===== src/pkg/svc_pkg.sv =====
// svc_pkg: register map, field layout and timing constants for the speaker volume control bank
// assumes a plain register port with page select, address and byte data from the host codec core
package svc_pkg;
   localparam logic [7:0] ADDR_ROUTE = 8'h23;
   localparam logic [7:0] ADDR_LVOL = 8'h26;
   localparam logic [7:0] ADDR_RVOL = 8'h27;
   localparam logic [7:0] ADDR_STEP = 8'h3f;
   localparam logic PAGE_TIMING = 1'h0;
   localparam logic PAGE_VOLUME = 1'h1;
   localparam int BIT_ROUTE_L = 6;
   localparam int BIT_ROUTE_R = 2;
   localparam int BIT_AMP = 7;
   localparam int CODE_W = 7;
   localparam logic [6:0] CODE_MUTE_FIRST = 7'h75;
   localparam logic [6:0] CODE_DEEPEST = 7'h75;
   localparam logic [6:0] CODE_RESET = 7'h7f;
   localparam logic [7:0] RESET_BYTE = 8'h00;
   localparam logic [7:0] RESET_VOL = 8'h7f;
   // step interval per timing code, in microseconds; code 3 stops stepping
   localparam int STEP_US_0 = 61;
   localparam int STEP_US_1 = 122;
   localparam int STEP_US_2 = 244;
   localparam int CLK_MHZ = 50;
   localparam int STEP_CYC_0 = STEP_US_0 * CLK_MHZ;
   localparam int STEP_CYC_1 = STEP_US_1 * CLK_MHZ;
   localparam int STEP_CYC_2 = STEP_US_2 * CLK_MHZ;
   localparam logic [1:0] STEP_OFF = 2'h3;

   typedef struct packed {
      logic routed;
      logic amp_conn;
      logic mute;
      logic [6:0] code;
   } svc_chan_t;
endpackage : svc_pkg


===== src/svc_bank.sv =====
// svc_bank: speaker volume register bank with soft-stepped applied codes per channel
// assumes host writes are synchronous to sys_clk; analog stage consumes the applied outputs
`timescale 1ns/1ps
`default_nettype none

module svc_bank #(
   parameter int STEP_CYC_0 = svc_pkg::STEP_CYC_0,
   parameter int STEP_CYC_1 = svc_pkg::STEP_CYC_1,
   parameter int STEP_CYC_2 = svc_pkg::STEP_CYC_2
) (
   input wire logic sys_clk,
   input wire logic rst,
   input wire logic reg_page,
   input wire logic [7:0] reg_addr,
   input wire logic reg_wr,
   input wire logic [7:0] reg_wdata,
   output logic [7:0] reg_rdata,
   output logic reg_hit,
   output svc_pkg::svc_chan_t left_chan,
   output svc_pkg::svc_chan_t right_chan,
   output logic ramp_busy
);
   logic [7:0] route_r, lvol_r, rvol_r, step_r;
   logic [6:0] lcur_r, rcur_r;
   logic [15:0] tick_cnt_r;
   logic tick;
   logic [15:0] tick_limit;

   // page and address match shared by read and write decode
   function automatic logic sel(input logic pg, input logic [7:0] ad, input logic wp, input logic [7:0] wa);
      sel = (pg == wp) && (ad == wa);
   endfunction : sel

   // register writes; reserved bits are kept so a read shows what was written
   always_ff @(posedge sys_clk or posedge rst) begin
      if (rst) begin
         route_r <= svc_pkg::RESET_BYTE;
         lvol_r <= svc_pkg::RESET_VOL;
         rvol_r <= svc_pkg::RESET_VOL;
         step_r <= svc_pkg::RESET_BYTE;
      end else if (reg_wr) begin
         if (sel(reg_page, reg_addr, svc_pkg::PAGE_VOLUME, svc_pkg::ADDR_ROUTE)) route_r <= reg_wdata;
         if (sel(reg_page, reg_addr, svc_pkg::PAGE_VOLUME, svc_pkg::ADDR_LVOL)) lvol_r <= reg_wdata;
         if (sel(reg_page, reg_addr, svc_pkg::PAGE_VOLUME, svc_pkg::ADDR_RVOL)) rvol_r <= reg_wdata;
         if (sel(reg_page, reg_addr, svc_pkg::PAGE_TIMING, svc_pkg::ADDR_STEP)) step_r <= reg_wdata;
      end
   end

   // read mux; unmapped addresses read zero and drop reg_hit
   always_comb begin
      reg_rdata = 8'h00;
      reg_hit = 1'b1;
      if (sel(reg_page, reg_addr, svc_pkg::PAGE_VOLUME, svc_pkg::ADDR_ROUTE)) reg_rdata = route_r;
      else if (sel(reg_page, reg_addr, svc_pkg::PAGE_VOLUME, svc_pkg::ADDR_LVOL)) reg_rdata = lvol_r;
      else if (sel(reg_page, reg_addr, svc_pkg::PAGE_VOLUME, svc_pkg::ADDR_RVOL)) reg_rdata = rvol_r;
      else if (sel(reg_page, reg_addr, svc_pkg::PAGE_TIMING, svc_pkg::ADDR_STEP)) reg_rdata = step_r;
      else reg_hit = 1'b0;
   end

   // interval select; timing code 3 disables stepping and applies targets at once
   always_comb begin
      unique case (step_r[1:0])
         2'h0: tick_limit = 16'(STEP_CYC_0 - 1);
         2'h1: tick_limit = 16'(STEP_CYC_1 - 1);
         2'h2: tick_limit = 16'(STEP_CYC_2 - 1);
         2'h3: tick_limit = 16'h0000;
      endcase
   end

   // free-running interval timer, restarted whenever the limit is reached
   always_ff @(posedge sys_clk or posedge rst) begin
      if (rst) tick_cnt_r <= 16'h0000;
      else if (tick_cnt_r >= tick_limit) tick_cnt_r <= 16'h0000;
      else tick_cnt_r <= tick_cnt_r + 16'h0001;
   end
   assign tick = (tick_cnt_r >= tick_limit);

   // one code per tick toward target; the applied code only jumps more than one code when timing code 3 applies targets at once
   function automatic logic [6:0] step_to(input logic [6:0] cur, input logic [6:0] tgt);
      if (cur < tgt) step_to = cur + 7'h01;
      else if (cur > tgt) step_to = cur - 7'h01;
      else step_to = cur;
   endfunction : step_to

   always_ff @(posedge sys_clk or posedge rst) begin
      if (rst) begin
         lcur_r <= svc_pkg::CODE_RESET;
         rcur_r <= svc_pkg::CODE_RESET;
      end else if (step_r[1:0] == svc_pkg::STEP_OFF) begin
         lcur_r <= lvol_r[6:0];
         rcur_r <= rvol_r[6:0];
      end else if (tick) begin
         lcur_r <= step_to(lcur_r, lvol_r[6:0]);
         rcur_r <= step_to(rcur_r, rvol_r[6:0]);
      end
   end

   // codes 117 and up share the deepest step when amp connected, mute otherwise;
   // clamping to 117 rather than 116 keeps the -72.2 dB step of code 116 intact
   function automatic svc_pkg::svc_chan_t chan_out(input logic rt, input logic [7:0] vol, input logic [6:0] cur);
      chan_out.routed = rt;
      chan_out.amp_conn = vol[svc_pkg::BIT_AMP];
      chan_out.mute = !vol[svc_pkg::BIT_AMP] && (cur >= svc_pkg::CODE_MUTE_FIRST);
      chan_out.code = (vol[svc_pkg::BIT_AMP] && cur >= svc_pkg::CODE_MUTE_FIRST) ? svc_pkg::CODE_DEEPEST : cur;
   endfunction : chan_out

   // outputs registered so the analog stage sees clean levels
   always_ff @(posedge sys_clk or posedge rst) begin
      if (rst) begin
         left_chan <= '0;
         right_chan <= '0;
         ramp_busy <= 1'b0;
      end else begin
         left_chan <= chan_out(route_r[svc_pkg::BIT_ROUTE_L], lvol_r, lcur_r);
         right_chan <= chan_out(route_r[svc_pkg::BIT_ROUTE_R], rvol_r, rcur_r);
         ramp_busy <= (lcur_r != lvol_r[6:0]) || (rcur_r != rvol_r[6:0]);
      end
   end
endmodule : svc_bank

`default_nettype wire


===== config.mk =====
export PLATFORM = sky130hd
export DESIGN_NAME = svc_bank
export DESIGN_NICKNAME = d
export VERILOG_FILES = /design/src/pkg/svc_pkg.sv /design/src/svc_bank.sv
export SDC_FILE = /design/constraint.sdc
export NUM_CORES = 1
export LEC_CHECK = 0
export BUFFER_PORTS_ARGS = -buffer_cell sky130_fd_sc_hd__buf_4
export CAP_MARGIN = 25
export CORE_ASPECT_RATIO = 0.75
export CORE_MARGIN = 2
export CORE_UTILIZATION = 45
export DETAILED_ROUTE_END_ITERATION = 12
export SETUP_SLACK_MARGIN = 0.2
export SLEW_MARGIN = 10
export SYNTH_ARGS = -nofsm -noshare
export SYNTH_HDL_FRONTEND = slang
export SYNTH_SLANG_ARGS = --single-unit

===== constraint.sdc =====
create_clock -name sys_clk -period 3.9 [get_ports sys_clk]
set_clock_uncertainty 0.1 [all_clocks]
set_input_delay 0.78 -clock sys_clk [delete_from_list [all_inputs] [get_ports sys_clk]]
set_output_delay 0.78 -clock sys_clk [all_outputs]
set_load 0.1 [all_outputs]

## Word-level counts from Yosys, hierarchy flattened

Index checks and enable logic that the tools add are counted.

| storage, ports and cells | value |
|---|---|
| logic and storage cells | 79 |
| register bits | 83 |

| operators by class | value |
|---|---|
| bitwise logic cells | 1 |
| reduce and logical (&&, ||, !) cells | 21 |
| eq/ne operators | 9 |
| mux-type cells | 20 |
| add/sub/neg operators | 5 |
| magnitude comparators | 7 |

Operators with widths:

| kind | count |
|---|---|
| 2-to-1 mux 7 bit | 10 |
| case mux 16 bit (4 select lines) | 1 |
| == test 8 x 6 -> 1 bit (second input constant) | 4 |
| 2-to-1 mux 8 bit | 4 |
| adder 16 x 1 -> 16 bit (second input constant) | 1 |
| >= comparator 16 bit | 1 |
| 2-to-1 mux 16 bit | 1 |
| adder 7 x 1 -> 7 bit (second input constant) | 2 |
| >= comparator 7 bit (second input constant) | 2 |
| > comparator 7 bit | 2 |
| less-than comparator 7 bit | 2 |
| inequality test 7 bit | 2 |
| subtractor 7 x 1 -> 7 bit (second input constant) | 2 |
| AND reduction 2 bit | 6 |
| logical AND 1 bit | 8 |
| nonzero test 3 bit | 2 |
| == test 2 bit (second input constant) | 2 |
| 2-to-1 mux 1 bit | 4 |
| == test 2 x 1 -> 1 bit (second input constant) | 1 |
| logical NOT 1 bit | 2 |
| logical NOT 2 bit | 1 |
| nonzero test 2 bit | 1 |
| logical OR 1 bit | 1 |
| NOT 1 bit | 1 |

## Longest topological paths before layout

| logic depth | value |
|---|---|
| depth in word-level cells | 6 |
| gate-level depth with buffers | 13 |
| depth with buffers taken out | 13 |

## Least setup slack after synthesis

No wires, ideal clock.

| timing | value |
|---|---|
| path kind | input to output |
| start point | input port reg_addr[7] |
| end point | output port reg_rdata[6] |
| arrival | 3.375 ns |
| cell stages on the path | 7 |
| path slack | -0.355 ns |
| cells stage by stage | nor3b_2 -> nand3_1 -> or3_1 -> buf_2 -> inv_2 -> nor2_1 -> a31oi_1 |

| on the way | value |
|---|---|
| longest elaborated chain between the ends | 6 |
| elaborated cells on any way between the ends | 12 |
| classes of those cells | 4 x eq/ne; 4 x mux; 4 x reduce/logical |

Ends and longest elaborated chain:

| what | RTL line | text |
|---|---|---|
| start: declaration | svc_bank.sv:14 | `input wire logic [7:0] reg_addr,` |
| == test 8 x 6 -> 1 bit | svc_bank.sv:31 | `sel = (pg == wp) && (ad == wa);` |
| logical AND 1 bit | svc_bank.sv:31 |  |
| 2-to-1 mux 8 bit | svc_bank.sv:56 | `else if (sel(reg_page, reg_addr, svc_pkg::PAGE_TIMING, svc_pkg::ADDR_STEP)) reg_rdata = step_r;` |
| 2-to-1 mux 8 bit | svc_bank.sv:55 | `else if (sel(reg_page, reg_addr, svc_pkg::PAGE_VOLUME, svc_pkg::ADDR_RVOL)) reg_rdata = rvol_r;` |
| 2-to-1 mux 8 bit | svc_bank.sv:54 | `else if (sel(reg_page, reg_addr, svc_pkg::PAGE_VOLUME, svc_pkg::ADDR_LVOL)) reg_rdata = lvol_r;` |
| 2-to-1 mux 8 bit * | svc_bank.sv:53 | `if (sel(reg_page, reg_addr, svc_pkg::PAGE_VOLUME, svc_pkg::ADDR_ROUTE)) reg_rdata = route_r;` |
| end: declaration | svc_bank.sv:17 | `output logic [7:0] reg_rdata,` |

Mark *: on every way between the ends. The rest lies on a longest branch, timed or not.

## Worst setup path after layout

| timing | value |
|---|---|
| start point | input port reg_addr[1] |
| end point | output port reg_rdata[1] |

Same word-level chain as after synthesis.

==> summary.txt <==
GRT
  • Vias in the first global route: 3208
  • Initial antenna violation count: 0
  • First-pass GRT wire length: 16500 um
  • Global Route Usage Sum: 19.2%
  • GR Overflow Total: 0
  • Largest net degree at the start of global routing: 42

Timing
  • Fin crit period: 3460 ps
  • Final setup viols: 0
  • Final WS setup: 439 ps
  • Fin. max-slew vios: 0
  • RSZ-0062 raised after global routing: no
  • Final Hold Vio Count: 0
  • Fmax: 289 MHz
  • Worst slew pin tran: 703 ps
  • Slew Limit Headroom: 52.9%
  • Period Utilization, post-route: 88.7%

Worst setup path
  • Critical Path Source: reg_addr[1]
  • Crit Path Max Fanout: 9
  • Most frequent CP cell: buf_4
  • Crit path kind: input port to output port
  • Critical Path, Cell by Cell: buf_4, nor3b_2, nand2_1, or3_1, inv_2, nor2_1, a31oi_1, buf_4
  • Number of cells on the critical path: 8
  • CP required: 3020 ps
  • Worst setup EP type: output port
  • Arrival time at the worst endpoint: 2580 ps
  • CP bufs+invs: 3
  • Reg-to-Reg End: lcur_r[6]
  • Crit-path leading delay family: simple AND/OR/NAND/NOR gates
  • Worst R2R Start: lvol_r[2]
  • Reg2Reg Setup Slack: 560 ps
  • Worst r2r path cells: 13
  • Startpoint Class: input port
  • CP endpoint: reg_rdata[1]
  • Slowest cell on the critical path: nor2_1
  • Crit path largest cell delay: 550 ps

Clock network
  • Postcts setup bufs: 0
  • Num CTS Buffers: 9
  • CTS HTree Levels: 3
  • CTS tree: built
  • Root buf cell: clkbuf_16
  • Clock Pin Slew Worst Setup and Hold Paths: 60 ps
  • Clock Tree Buf Depth: 2
  • PostCTS Resize Cnt: 0
  • Clock Latency Late Sink: 340 ps
  • CTS Sinks: 83
  • Cts hold-fix bufs: 0

Detailed routing
  • Routed Antenna Nets: 0
  • DRC Markers: 0
  • 1st-iter DRT viols: 105
  • Drt wl/cell: 15.4 um
  • Routed vias/inst: 5.26
  • DR pass1 iterations: 4
  • Vias: 3348
  • Post-Route WL: 9830 um

Run status
  • Status: completed

Layout
  • Most common cell after layout, fill and taps aside: dfrtp_1
  • Share of cells above drive strength 1: 29.9%
  • Layout net count: 561
  • Final Util: 54.0%
  • Commonest non-fill, non-tap cells in the layout: dfrtp_1, buf_4, nand2_1
  • Synth-to-layout area growth: 17.4%
  • Fillers: 927
  • Inserted Diodes: 0

Yosys
  • Complex-gate fraction of the synthesized area: 11.1%
  • Top cells by area, synth: dfrtp_1, dfstp_2, ha_1
  • Cell variety after synth: 49
  • Simple-gate share of the synthesized area: 13.3%
  • Share of the yosys chip area belonging to registers: 45.0%
  • Mean Syn Cell Area: 10.6 um2
  • Adder-cell area share of the yosys netlist: 12.3%
  • Async SR Flop Fraction: 100%
  • Synth Area in XOR/XNOR: 4.48%
  • Cell count after synthesis: 443
  • Net Count, Synth: 508
  • #FFs+latches synth: 83
  • Post-synth top area share: 29.3%
  • Top FF cell, synth: dfrtp_1
  • Leading area contributor after synthesis: dfrtp_1
  • Number of warnings issued by yosys: 0
  • Mux contribution to synthesized area: 9.82%
  • Post-synth EDFFs: 0
  • Synthesized area: 4690 um2
  • Main combinational cell family by area after synthesis: simple AND/OR/NAND/NOR gates

Floorplanning
  • Die width: 122 um
  • Die Y: 92.4 um
  • Total Die Area: 11300 um2
  • Placeable Area: 10200 um2
  • Initial Util: 45.9%
  • Rows: 32
  • # IOs: 50

Hold path
  • Hold depth: 0
  • Hold Path Class: flip-flop to flip-flop

Power and ir drop
  • Final Total Pwr: 4.34 mW
  • Leak Pwr: 2.53 nW
  • Maximum vdd drop: 255 uV
  • Pwr Density: 788 nW/um2

Placement
  • Final Wtd Congestion: 0.824
  • Port buffer count: 49
  • Placement Setup Slack: 452 ps
  • Hpwl dp: 7360 um

Run
  • Max_cap viols: 0
==> flip-flops by register name, summed over array words and instances, names as in the netlist <==
signal / count
left_chan: 10
lvol_r: 8
rvol_r: 8
tick_cnt_r: 16
rcur_r: 7
route_r: 8
right_chan: 10
ramp_busy: 1
lcur_r: 7
step_r: 8
==> through the flow <==
stage	cells	instance area, um2	setup TNS, ps	hold WS (ps)
6_report	637	5510	0	321
3_5_place_dp	621	5210	0	298
3_3_place_gp	621	5210	0	301
5_1_grt	637	5510	0	340
2_1_floorplan	443	4700	-2170	269
4_1_cts	637	5510	0	323
==> cell usage after synthesis, types with 10 or more instances <==
cell type / number
o21ai_0: 10
nor2_1: 21
a31oi_1: 11
a21oi_1: 19
o21ai_1: 14
dfrtp_1: 55
dfstp_2: 28
mux2_2: 32
mux2i_1: 10
inv_1: 30
nand2_1: 53
xnor2_1: 16
ha_1: 43
==> worst min path at each step <==
stage,startpoint,to,slack [ps]
floorplan,route_r[6],left_chan[9],270
detailed placement,route_r[2],right_chan[9],300
global route,route_r[6],left_chan[9],340
finish,route_r[6],left_chan[9],320
CTS,route_r[6],left_chan[9],320
global placement,route_r[6],left_chan[9],300
==> logic make-up (layout without fill, tap and decap cells) <==
group                      Yosys count  in the layout
AOI/OAI and AO/OA                   82             82
xor gates and xnor gates            24             24
adders and majority gates           45             45
buffers and inverters               44            102
DFF                                 83             83
muxes                               42             42
other                                1              1
and+or+nand+nor                    122            122
==> layer usage <==
metal	GRT usage (%)	up-vias	share of wire, %
met5	0	-	0
met4	5.75	0	1.2
met3	5.17	12	6.2
met2	25.8	76	40
met1	29.7	1614	52
li1	-	1646	-
==> final cells by class <==
cell class / count / area, um2 / share of cell area (%)
inverter: 32 / 121 / 2.20
tap: 136 / 170 / 3.09
sequential: 83 / 2110 / 38.3
clock buffer: 12 / 246 / 4.47
multi-input combinational: 316 / 2400 / 43.6
clock inverter: 4 / 51.3 / 0.931
timing repair buffer: 54 / 405 / 7.36
==> where the power goes <==
group          total [mW]  switching [mW]  leakage, nW  internal [mW]
sequential           1.26           0.156         1.02           1.11
combinational        2.22            1.41         1.37          0.810
clock               0.862           0.348        0.143          0.514
Power figures use the tool's default switching activity.
